==> src/logic/dmr_pkg.sv <==
/*
  Constants for the DDR2 device-side mode register and DLL control block.
  Assumes one 50 MHz clock and command pins already sampled on it.

// What this block does
// - main register write: cs, ras, cas, we low, bank zero, A12..A0 data
// - register writes and DLL reset leave array contents untouched
// - main register is undefined until programmed
// - main fields: burst length, type, CAS latency, test, DLL reset, recovery
// - extended 1 fields: DLL, drive, additive latency, calibration, strobe, termination
// - DLL disabled on self refresh entry, re-enabled and reset on exit
// - commands masked while chip select is high
*/
package dmr_pkg;
  localparam int        ADDR_W       = 13;
  localparam int        BANK_W       = 3;
  localparam logic [2:0] BANK_MR     = 3'h0;
  localparam logic [2:0] BANK_EMR1   = 3'h1;
  localparam logic [2:0] BANK_EMR2   = 3'h2;
  localparam logic [2:0] BANK_EMR3   = 3'h3;
  localparam int        DLL_LOCK_CYC = 200;
  localparam int        LOCK_W       = 8;
  // mode register fields
  localparam int        MR_BL_LO  = 0;
  localparam int        MR_BT     = 3;
  localparam int        MR_CL_LO  = 4;
  localparam int        MR_TM     = 7;
  localparam int        MR_DLLRST = 8;
  localparam int        MR_WR_LO  = 9;
  // extended register 1 fields
  localparam int        E1_DLLDIS = 0;
  localparam int        E1_DRV    = 1;
  localparam int        E1_RTT0   = 2;
  localparam int        E1_AL_LO  = 3;
  localparam int        E1_RTT1   = 6;
  localparam int        E1_OCD_LO = 7;
  localparam int        E1_NDQS   = 10;
  localparam logic [2:0] OCD_EXIT    = 3'h0;
  localparam logic [2:0] OCD_ADJUST  = 3'h4;
  localparam logic [2:0] OCD_DEFAULT = 3'h7;
  // command codes {ras_n, cas_n, we_n}
  localparam logic [2:0] CMD_MRS     = 3'h0;
  localparam logic [2:0] CMD_REFRESH = 3'h1;
  localparam logic [2:0] CMD_READ    = 3'h5;
endpackage

==> src/logic/dmr_mode_regs.sv <==
/*
  Device-side mode register decode, field outputs and DLL state tracking.
  Assumes command pins are synchronous to clk; array storage lives elsewhere.
*/
`timescale 1ns/10ps
module dmr_mode_regs
  import dmr_pkg::*;
#(
  parameter int LOCK_CYC = DLL_LOCK_CYC
) (
  input  wire logic              clk,          // device clock
  input  wire logic              nrst,         // async reset, active low
  input  wire logic              cke,          // clock enable pin
  input  wire logic              csN,          // chip select, active low
  input  wire logic              rasN,         // row strobe, active low
  input  wire logic              casN,         // column strobe, active low
  input  wire logic              weN,          // write enable, active low
  input  wire logic [BANK_W-1:0] bank,         // bank address
  input  wire logic [ADDR_W-1:0] addr,         // address / register data
  output logic [2:0]             burstLen,     // burst length code
  output logic                   burstType,    // interleaved when high
  output logic [2:0]             casLat,       // CAS latency code
  output logic                   testMode,     // test mode bit
  output logic [2:0]             wrRecovery,   // write recovery code
  output logic                   mrValid,      // main register programmed
  output logic                   dllOn,        // DLL enabled
  output logic                   dllLocked,    // lock wait elapsed
  output logic                   reducedDrive, // reduced strength driver
  output logic [2:0]             addLat,       // additive latency
  output logic [1:0]             termSel,      // termination setting {A6,A2}
  output logic [2:0]             ocdMode,      // calibration control
  output logic                   strobeNDis,   // complementary strobe off
  output logic                   selfRefresh,  // in self refresh
  output logic                   readEarly     // read seen before lock
);
  logic             selected;
  logic             mrsCmd;
  logic             mrWrite;
  logic             e1Write;
  logic             dllResetReq;
  logic             srEntry;
  logic             srExit;
  logic             readCmd;
  logic             next_dllOn;
  logic             lockRestart;
  logic [LOCK_W-1:0] lockCnt;
  logic [LOCK_W-1:0] next_lockCnt;

  // chip select is part of the command code
  assign selected    = ~csN;
  assign mrsCmd      = selected & cke & ({rasN, casN, weN} == CMD_MRS);
  assign mrWrite     = mrsCmd & (bank == BANK_MR);
  assign e1Write     = mrsCmd & (bank == BANK_EMR1);
  // refresh with clock enable low enters self refresh
  assign srEntry     = ~selfRefresh & selected & ~cke & ({rasN, casN, weN} == CMD_REFRESH);
  // exit is marked by clock enable rising again
  assign srExit      = selfRefresh & cke;
  assign dllResetReq = (mrWrite & addr[MR_DLLRST]) | srExit;
  assign readCmd     = selected & cke & ({rasN, casN, weN} == CMD_READ);
  // self refresh wins over a register write on the same edge
  assign next_dllOn  = srEntry ? 1'b0 :
                       srExit  ? 1'b1 :
                       e1Write ? ~addr[E1_DLLDIS] : dllOn;
  // counter idles at zero while the DLL is off, so enabling alone reports lock only after the full LOCK_CYC count
  assign lockRestart = dllResetReq | ~next_dllOn;
  assign next_lockCnt = lockRestart ? LOCK_W'(0) :
                        (lockCnt != LOCK_W'(LOCK_CYC)) ? lockCnt + LOCK_W'(1) : lockCnt;

  // fields reset to zero only for a known sim value; mrValid marks undefined
  always_ff @(posedge clk or negedge nrst) begin
    if (!nrst) begin
      burstLen   <= 3'h0;
      burstType  <= 1'b0;
      casLat     <= 3'h0;
      testMode   <= 1'b0;
      wrRecovery <= 3'h0;
      mrValid    <= 1'b0;
    end else if (mrWrite) begin
      burstLen   <= addr[MR_BL_LO +: 3];
      burstType  <= addr[MR_BT];
      casLat     <= addr[MR_CL_LO +: 3];
      testMode   <= addr[MR_TM];
      wrRecovery <= addr[MR_WR_LO +: 3];
      mrValid    <= 1'b1;
    end
  end

  always_ff @(posedge clk or negedge nrst) begin
    if (!nrst) begin
      reducedDrive <= 1'b0;
      addLat       <= 3'h0;
      termSel      <= 2'h0;
      ocdMode      <= OCD_EXIT;
      strobeNDis   <= 1'b0;
    end else if (e1Write) begin
      reducedDrive <= addr[E1_DRV];
      // adjust mode keeps the previous additive latency inside the device
      if (addr[E1_OCD_LO +: 3] != OCD_ADJUST)
        addLat <= addr[E1_AL_LO +: 3];
      termSel      <= {addr[E1_RTT1], addr[E1_RTT0]};
      ocdMode      <= addr[E1_OCD_LO +: 3];
      strobeNDis   <= addr[E1_NDQS];
    end
  end

  // array is never touched here, so re-initialising is data safe
  always_ff @(posedge clk or negedge nrst) begin
    if (!nrst) begin
      selfRefresh <= 1'b0;
      dllOn       <= 1'b0;
      lockCnt     <= LOCK_W'(0);
      dllLocked   <= 1'b0;
      readEarly   <= 1'b0;
    end else begin
      if (srEntry)
        selfRefresh <= 1'b1;
      else if (srExit)
        selfRefresh <= 1'b0;
      dllOn     <= next_dllOn;
      lockCnt   <= next_lockCnt;
      dllLocked <= next_dllOn & ~lockRestart & (next_lockCnt == LOCK_W'(LOCK_CYC));
      // only flags an early read; the read itself is never blocked
      readEarly <= readCmd & ~dllLocked;
    end
  end

  property p_mr_capture;
    @(posedge clk) disable iff (!nrst)
      mrWrite |=> (casLat == $past(addr[MR_CL_LO +: 3])) && mrValid;
  endproperty
  a_mr_capture: assert property (p_mr_capture) else $error("mode register not captured");

  property p_cs_mask;
    @(posedge clk) disable iff (!nrst)
      csN |=> $stable(casLat) && $stable(addLat);
  endproperty
  a_cs_mask: assert property (p_cs_mask) else $error("command acted while deselected");

  property p_sr_dll_off;
    @(posedge clk) disable iff (!nrst)
      srEntry |=> !dllOn && selfRefresh;
  endproperty
  a_sr_dll_off: assert property (p_sr_dll_off) else $error("dll still on in self refresh");

  property p_sr_dll_back;
    @(posedge clk) disable iff (!nrst)
      srExit |=> dllOn && !dllLocked;
  endproperty
  a_sr_dll_back: assert property (p_sr_dll_back) else $error("dll not reset on exit");

  property p_lock_wait;
    @(posedge clk) disable iff (!nrst)
      (mrWrite && addr[MR_DLLRST]) |=> !dllLocked [*8];
  endproperty
  a_lock_wait: assert property (p_lock_wait) else $error("lock asserted too early");

  property p_e1_fields;
    @(posedge clk) disable iff (!nrst)
      e1Write |=> (ocdMode == $past(addr[E1_OCD_LO +: 3])) && (strobeNDis == $past(addr[E1_NDQS]));
  endproperty
  a_e1_fields: assert property (p_e1_fields) else $error("extended register 1 not captured");

  property p_wr_field;
    @(posedge clk) disable iff (!nrst)
      mrWrite |=> (wrRecovery == $past(addr[MR_WR_LO +: 3])) && (burstLen == $past(addr[MR_BL_LO +: 3]));
  endproperty
  a_wr_field: assert property (p_wr_field) else $error("recovery field wrong");

  property p_unprog;
    @(posedge clk) disable iff (!nrst)
      !mrValid |=> !mrValid || $past(mrWrite);
  endproperty
  a_unprog: assert property (p_unprog) else $error("register valid without write");

  property p_cke_mask;
    @(posedge clk) disable iff (!nrst)
      (selected && !cke && ({rasN, casN, weN} == CMD_MRS)) |=> $stable(casLat) && $stable(burstLen);
  endproperty
  a_cke_mask: assert property (p_cke_mask) else $error("register write taken with clock enable low");

  property p_other_bank;
    @(posedge clk) disable iff (!nrst)
      (mrsCmd && (bank != BANK_MR) && (bank != BANK_EMR1)) |=> $stable(casLat) && $stable(addLat);
  endproperty
  a_other_bank: assert property (p_other_bank) else $error("write to another bank changed a field");

  property p_adjust_al;
    @(posedge clk) disable iff (!nrst)
      (e1Write && (addr[E1_OCD_LO +: 3] == OCD_ADJUST)) |=> $stable(addLat);
  endproperty
  a_adjust_al: assert property (p_adjust_al) else $error("additive latency moved in adjust mode");

  property p_al_capture;
    @(posedge clk) disable iff (!nrst)
      (e1Write && (addr[E1_OCD_LO +: 3] != OCD_ADJUST)) |=> (addLat == $past(addr[E1_AL_LO +: 3]));
  endproperty
  a_al_capture: assert property (p_al_capture) else $error("additive latency not captured");

  property p_read_early;
    @(posedge clk) disable iff (!nrst)
      (readCmd && !dllLocked) |=> readEarly;
  endproperty
  a_read_early: assert property (p_read_early) else $error("early read not flagged");

  property p_locked_count;
    @(posedge clk) disable iff (!nrst)
      dllLocked |-> dllOn && (lockCnt == LOCK_W'(LOCK_CYC));
  endproperty
  a_locked_count: assert property (p_locked_count) else $error("lock shown before the full count");

  property p_lock_reach;
    @(posedge clk) disable iff (!nrst)
      (dllOn && !srEntry && !dllResetReq && !(e1Write && addr[E1_DLLDIS]) && (lockCnt == LOCK_W'(LOCK_CYC - 1)))
        |=> dllLocked;
  endproperty
  a_lock_reach: assert property (p_lock_reach) else $error("lock not shown at the end of the count");

  property p_sr_hold;
    @(posedge clk) disable iff (!nrst)
      (selfRefresh && !cke) |=> selfRefresh && !dllOn && !dllLocked;
  endproperty
  a_sr_hold: assert property (p_sr_hold) else $error("self refresh state not held");
endmodule

==> config.mk <==
export PLATFORM = sky130hd
export DESIGN_NAME = dmr_mode_regs
export DESIGN_NICKNAME = d
export VERILOG_FILES = /design/src/logic/dmr_pkg.sv /design/src/logic/dmr_mode_regs.sv
export SDC_FILE = /design/constraint.sdc
export NUM_CORES = 1
export LEC_CHECK = 0
export BUFFER_PORTS_ARGS = -buffer_cell sky130_fd_sc_hd__buf_4
export CORE_MARGIN = 2
export CORE_UTILIZATION = 45
export DETAILED_ROUTE_END_ITERATION = 12
export GPL_TIMING_DRIVEN = 0
export PLACE_DENSITY = 0.81
export SLEW_MARGIN = 20
export SYNTH_ARGS = -nofsm -noshare
export SYNTH_HDL_FRONTEND = slang
export SYNTH_SLANG_ARGS = --single-unit
==> constraint.sdc <==
create_clock -name clk -period 1.5 [get_ports clk]
set_input_delay 0 -clock clk [delete_from_list [all_inputs] [get_ports clk]]
set_output_delay 0 -clock clk [all_outputs]
set_load 0.05 [all_outputs]
; Word-level counts from Yosys, hierarchy flattened
; Cells that the tools add are included.
[classes]
muxes = 7
bitwise = 22
n_eq_ne = 6
n_addsub = 1
n_reduce_logical = 4
[ops]
columns = op, count
row1 = two-way mux 8 bit, 2
row2 = bitwise AND 1 bit, 13
row3 = "adder 8 x 1 -> 8 bit, second input constant", 1
row4 = "== test 8 bit, second input constant", 1
row5 = "!= test 8 bit, second input constant", 1
row6 = inverter 1 bit, 7
row7 = "== test 3 x 1 -> 1 bit, second input constant", 2
row8 = logical NOT 3 bit, 2
row9 = two-way mux 1 bit, 5
row10 = "== test 3 bit, second input constant", 1
row11 = "!= test 3 bit, second input constant", 1
row12 = bitwise OR 1 bit, 2
row13 = AND reduction 2 bit, 1
row14 = nonzero test 2 bit, 1
[word_totals]
output_inout_bits = 26
register_bits = 34
elab_cells = 56

; Depth between registers and ports, before layout
[logic_depth]
depth_word = 12
mapped_depth = 6
mapped_depth_nobuf = 6

; Least setup slack after synthesis
; Ideal clock, no wire load.
[synth_path]
path_kind = reg2reg
startpoint = register lockCnt[2]
endpoint = register dllLocked
path_stages_with_launch = 5
arrival_ps = 1568
setup_time_ps = 111
setup_slack_ps = -179
path_buffers = 0
path_cell_list = dfrtp_1 -> or3b_2 -> nor4b_1 -> a21oi_1 -> a2111oi_2
[synth_between]
elab_chain_cells = 5
elab_cells_between_ends = 6
[synth_rtl]
columns = element, line
row1 = start: declaration, dmr_mode_regs.sv:46  ; logic [LOCK_W-1:0] lockCnt;
row2 = start signal: assignment, dmr_mode_regs.sv:120  ; lockCnt <= next_lockCnt;
row3 = adder 8 x 1 -> 8 bit or != test 8 bit (tied branches), dmr_mode_regs.sv:67  ; (lockCnt != LOCK_W'(LOCK_CYC)) ? lockCnt + LOCK_W'(1) : lockCnt;
row4 = two-way mux 8 bit (*), dmr_mode_regs.sv:67
row5 = two-way mux 8 bit (*), dmr_mode_regs.sv:66  ; assign next_lockCnt = lockRestart ? LOCK_W'(0) :
row6 = == test 8 bit (*), dmr_mode_regs.sv:121  ; dllLocked <= next_dllOn & ~lockRestart & (next_lockCnt == LOCK_W'(LOCK_CYC));
row7 = bitwise AND 1 bit (*), dmr_mode_regs.sv:121
row8 = end signal: assignment, dmr_mode_regs.sv:121
row9 = end: declaration, dmr_mode_regs.sv:27  ; output logic dllLocked,
; Mark *: on every way between the ends. The rest lies on a longest branch, timed or not.
; A chain may end at the register's enable or synchronous reset.

; Worst setup path in the final report
[layout_path]
startpoint = register lockCnt[1]
endpoint = register dllLocked
; Same word-level chain as after synthesis.

==> flow_summary.rst <==
.. list-table::
   :header-rows: 1

   * - Metric
     - Value
   * - Synthesized net count
     - around 150
   * - Synth warn
     - 0
   * - Pin count of the biggest net entering global routing
     - 35
   * - Source of the worst hold timing path
     - bank[0]
   * - Synthesized-area fraction occupied by adder cells
     - around 1.6%
   * - Worst Hold Slack
     - between 0.04 and 0.05 ns
   * - Pleak
     - about 1.2 nW
   * - Die height
     - roughly 63 µm
   * - Main area contributors after synthesis
     - dfrtp_1, mux2_2, a21oi_1, nor2_1, xnor2_1
   * - Initial antenna violation count
     - 0
   * - R2R Path End
     - dllLocked
   * - Final critical-path required period
     - around 1.8 ns
   * - Flop2flop setup slack
     - -0.27 ns
   * - Global-route wire length before repair
     - between 6000 and 7000 µm
   * - Required time at the endpoint of the critical path
     - around 1.7 ns
   * - Critical Path Stages
     - 6
   * - Total number of vias
     - around 1.4k
   * - Cell type with the largest total area after synthesis
     - dfrtp_1
   * - TritonCTS clock tree
     - done
   * - Fraction of layout instances using a drive strength above 1
     - a little over half
   * - Origin of the critical flop-to-flop path
     - lockCnt[1]
   * - Area of the die
     - between 4000 and 5000 µm²
   * - Input/output buffers
     - 47
   * - Synthesized-area fraction occupied by ao, oa, aoi and oai cells
     - a little over a tenth
   * - Number of rows created at floorplan
     - 21
   * - Highest Clock Rate
     - ~570 MHz
   * - WL final
     - between 4000 and 5000 µm
   * - Mean number of vias per cell
     - between 5 and 6
   * - Post-Syn Instances
     - approximately 130
   * - Core area
     - ~3400 µm²
   * - Violations in the final reports
     - setup timing
   * - Clock Sinks
     - 34
   * - Worst slew pin tran
     - 0.532 ns
   * - Count of distinct cell types in the synthesized netlist
     - 39
   * - Critical path startpoint category
     - flop
   * - Power density over the cells
     - around 830 nW/µm²
   * - Worst Setup Path Type
     - reg2reg
   * - Result of the run
     - complete, but fails checks
   * - Post-Route Skew
     - about 0.0071 ns
   * - Number of buffer and inverter stages on the critical path
     - 1
   * - Cell Chain, Critical Path
     - inv_2 > ha_4 > nand4b_1 > nor2_4 > a21oi_2 > a2111oi_2
   * - Average routed wire per standard cell
     - ~16 µm
   * - Largest fanout on the critical path
     - 4
   * - Relative area change from synthesis to final layout
     - 55.0%
   * - Crit path setup slack, layout
     - -0.269 ns
   * - Placer Congestion
     - about 0.8
   * - Portion of synthesized cell area occupied by the leading cell type
     - between 50 and 60%
   * - Instance area at placement
     - 2010 µm²
   * - Max-slew headroom at the worst pin
     - ~64%
   * - Largest delay contributor family on the critical path
     - simple AND/OR/NAND/NOR gates
   * - Non-Filler Cell Area, Final
     - between 2000 and 2500 µm²
   * - DRC Markers
     - 0
   * - Hold Fails Final Rpt
     - 0
   * - Most common cell after layout, fill and taps aside
     - buf_4
   * - Main combinational cell family by area after synthesis
     - simple AND/OR/NAND/NOR gates
   * - Buffer cell driving the clock tree root
     - clkbuf_4
   * - Synth Cell Area
     - around 1600 µm²
   * - Mapped Avg Cell Area
     - between 10 and 15 µm²
   * - Share of the clock period used by the worst path
     - 118%
   * - Origin of the worst setup path
     - lockCnt[1]
   * - RSZ-0062 raised after global routing
     - yes
   * - Clock buffer depth
     - 2
   * - Total Nets Final
     - around 240
   * - Htree depth
     - 2
   * - Number of slew-limit violations in the final report
     - 0
   * - Initial core utilization
     - between 40% and 50%
   * - Initial DRC count
     - 60
   * - Source-to-sink clock delay at the later pin of the worst-skew pair
     - ~0.35 ns
   * - Worst min path class
     - in2reg
   * - Number of global-route vias before repair
     - between 1k and 1.5k
   * - Number of max-cap violations
     - 0
   * - Worst setup EP type
     - flop
   * - Share of the synthesized netlist area taken by xor and xnor gates
     - under 10%
   * - Number of diodes added for antenna fixing
     - 0
   * - Crit path to
     - dllLocked
   * - Leading cell types in the layout, fill and taps excluded
     - buf_4, dfrtp_1, mux2_2
   * - Count of TritonRoute iterations in the first routing pass
     - 4
   * - Setup Viol. Count Final
     - 5
   * - Simple-gate portion of the synthesized area
     - around 15%
   * - Total congestion overflow after global routing
     - 0
   * - Number of cells on the worst reg-to-reg path
     - 6
   * - Maximum ir drop on the vdd rail
     - around 0.50 mV
   * - Die X
     - about 63 µm
   * - Post-synthesis mux area share
     - ~15%
   * - Post-DP HPWL
     - approximately 2500 µm
   * - Clock transition at the registers of the reported paths
     - 0.10 ns
   * - Top Ports
     - around 50
   * - Overall routing resource usage
     - 21.0%
   * - Number of buffers added by the clock tree synthesis step
     - 5
   * - Place WS
     - -0.262 ns
   * - Cell with the biggest individual delay on the critical path
     - dfrtp_2
   * - Largest stage delay on the critical path
     - 0.47 ns
   * - Seq cells post-synth
     - 34
   * - Sequential fraction of the synthesis area
     - 53.8%
   * - Crit path arrival time
     - 2.01 ns
   * - Post-detailed-route count of antenna-violating nets
     - 0
[report_power, final]
group,internal [W],switching [W]
combinational,0.000188,0.000296
clock,0.000225,0.000319
sequential,0.000970,0.0000322
total,0.00138,0.000648
[layer usage]
layer  track usage (%)  wire [µm]
met4              9.78        134
met5                 0          0
met1              22.7       1650
met2              36.8       2090
met3              7.32        240
[repair_timing]
item                                    4_1_cts  5_1_grt
hold buffers                                 17        0
buffers inserted                              9        8
hold endpoints to repair                     58        0
pin swaps                                     3        8
resized for setup                             4       16
endpoints found under the setup margin        1        5
[worst reg2reg max path: stages, from the launching register on]
cell       delay [ns]
dfrtp_2          0.47
inv_2            0.11
ha_4             0.13
nand4b_1         0.28
nor2_4           0.23
a21oi_2          0.08
a2111oi_2        0.37
[registers in the layout, indices dropped and copies added, names as in the netlist, 2 cells and up]
name and count:
lockCnt 8, wrRecovery 3, ocdMode 3, burstLen 3
termSel 2, casLat 3, addLat 3
[how the worst min path moves through the flow]
stage	end	slack, ns	cells past startpoint
6_report	burstLen[1]	0.04	3
5_1_grt	burstLen[1]	0.04	3
4_1_cts	burstLen[1]	0.04	3
3_5_place_dp	termSel[1]	-0.03	1
3_3_place_gp	termSel[0]	-0.04	1
2_1_floorplan	addLat[0]	-0.30	0
[synthesized netlist by cell type]
library cell and count:
a21o_1 1, nor3_1 4, xor2_1 1, or2_2 1, nor3_2 1, buf_2 1
o211ai_4 1, nor4_4 1, o22ai_1 1, o2111ai_1 1, a211oi_1 1, or3b_2 2
a32oi_1 1, dfrtp_1 34, nand4b_1 1, nand2b_1 1, o21a_1 2, ha_1 2
nand2_1 3, mux2_2 21, inv_1 5, xnor2_1 3, or3_1 1, nor4b_1 2
a2111oi_2 1, nor2_2 1, o21ba_1 2, nand4_1 2, nand3_1 4, nor2_1 7
and4b_1 1, a2bb2oi_1 1, or4_4 1, nor4_1 2, a21oi_1 6, and2_1 1
nor3b_1 1, o21ai_0 3, o31a_1 1
[per-stage QoR]
stage | util [%] | std cells | total power (W) | setup TNS, ns
after detailed placement | 59.9 | 219 | 0.00146 | -3.85
after CTS | 69.2 | 253 | 0.00203 | -0.178
after floorplan | - | 126 | 0.00128 | -0.0121
after global placement | 59.9 | 219 | 0.00144 | -3.03
after global routing | 72.9 | 260 | 0.00212 | -1.39
final | 72.9 | 260 | 0.00203 | -0.966
[area by class of cell]
cell class | count | area, µm²
Tap cell | 46 | 57.6
Multi-Input combinational cell | 86 | 793
Clock buffer | 6 | 51.3
Timing Repair Buffer | 80 | 658
Clock inverter | 2 | 12.5
Inverter | 5 | 18.8
Buffer | 1 | 5.00
Fill cell | 216 | 912
Sequential cell | 34 | 855
[cells by family (layout without fill, tap and decap cells)]
group,after synthesis,count (layout)
DFF,34,34
AOI/OAI and AO/OA,22,22
adders and majority gates,2,2
xor gates and xnor gates,4,4
muxes,21,21
buffers and inverters,6,94
and+or+nand+nor,37,37
Note: power is estimated with default switching activity, not from simulation.
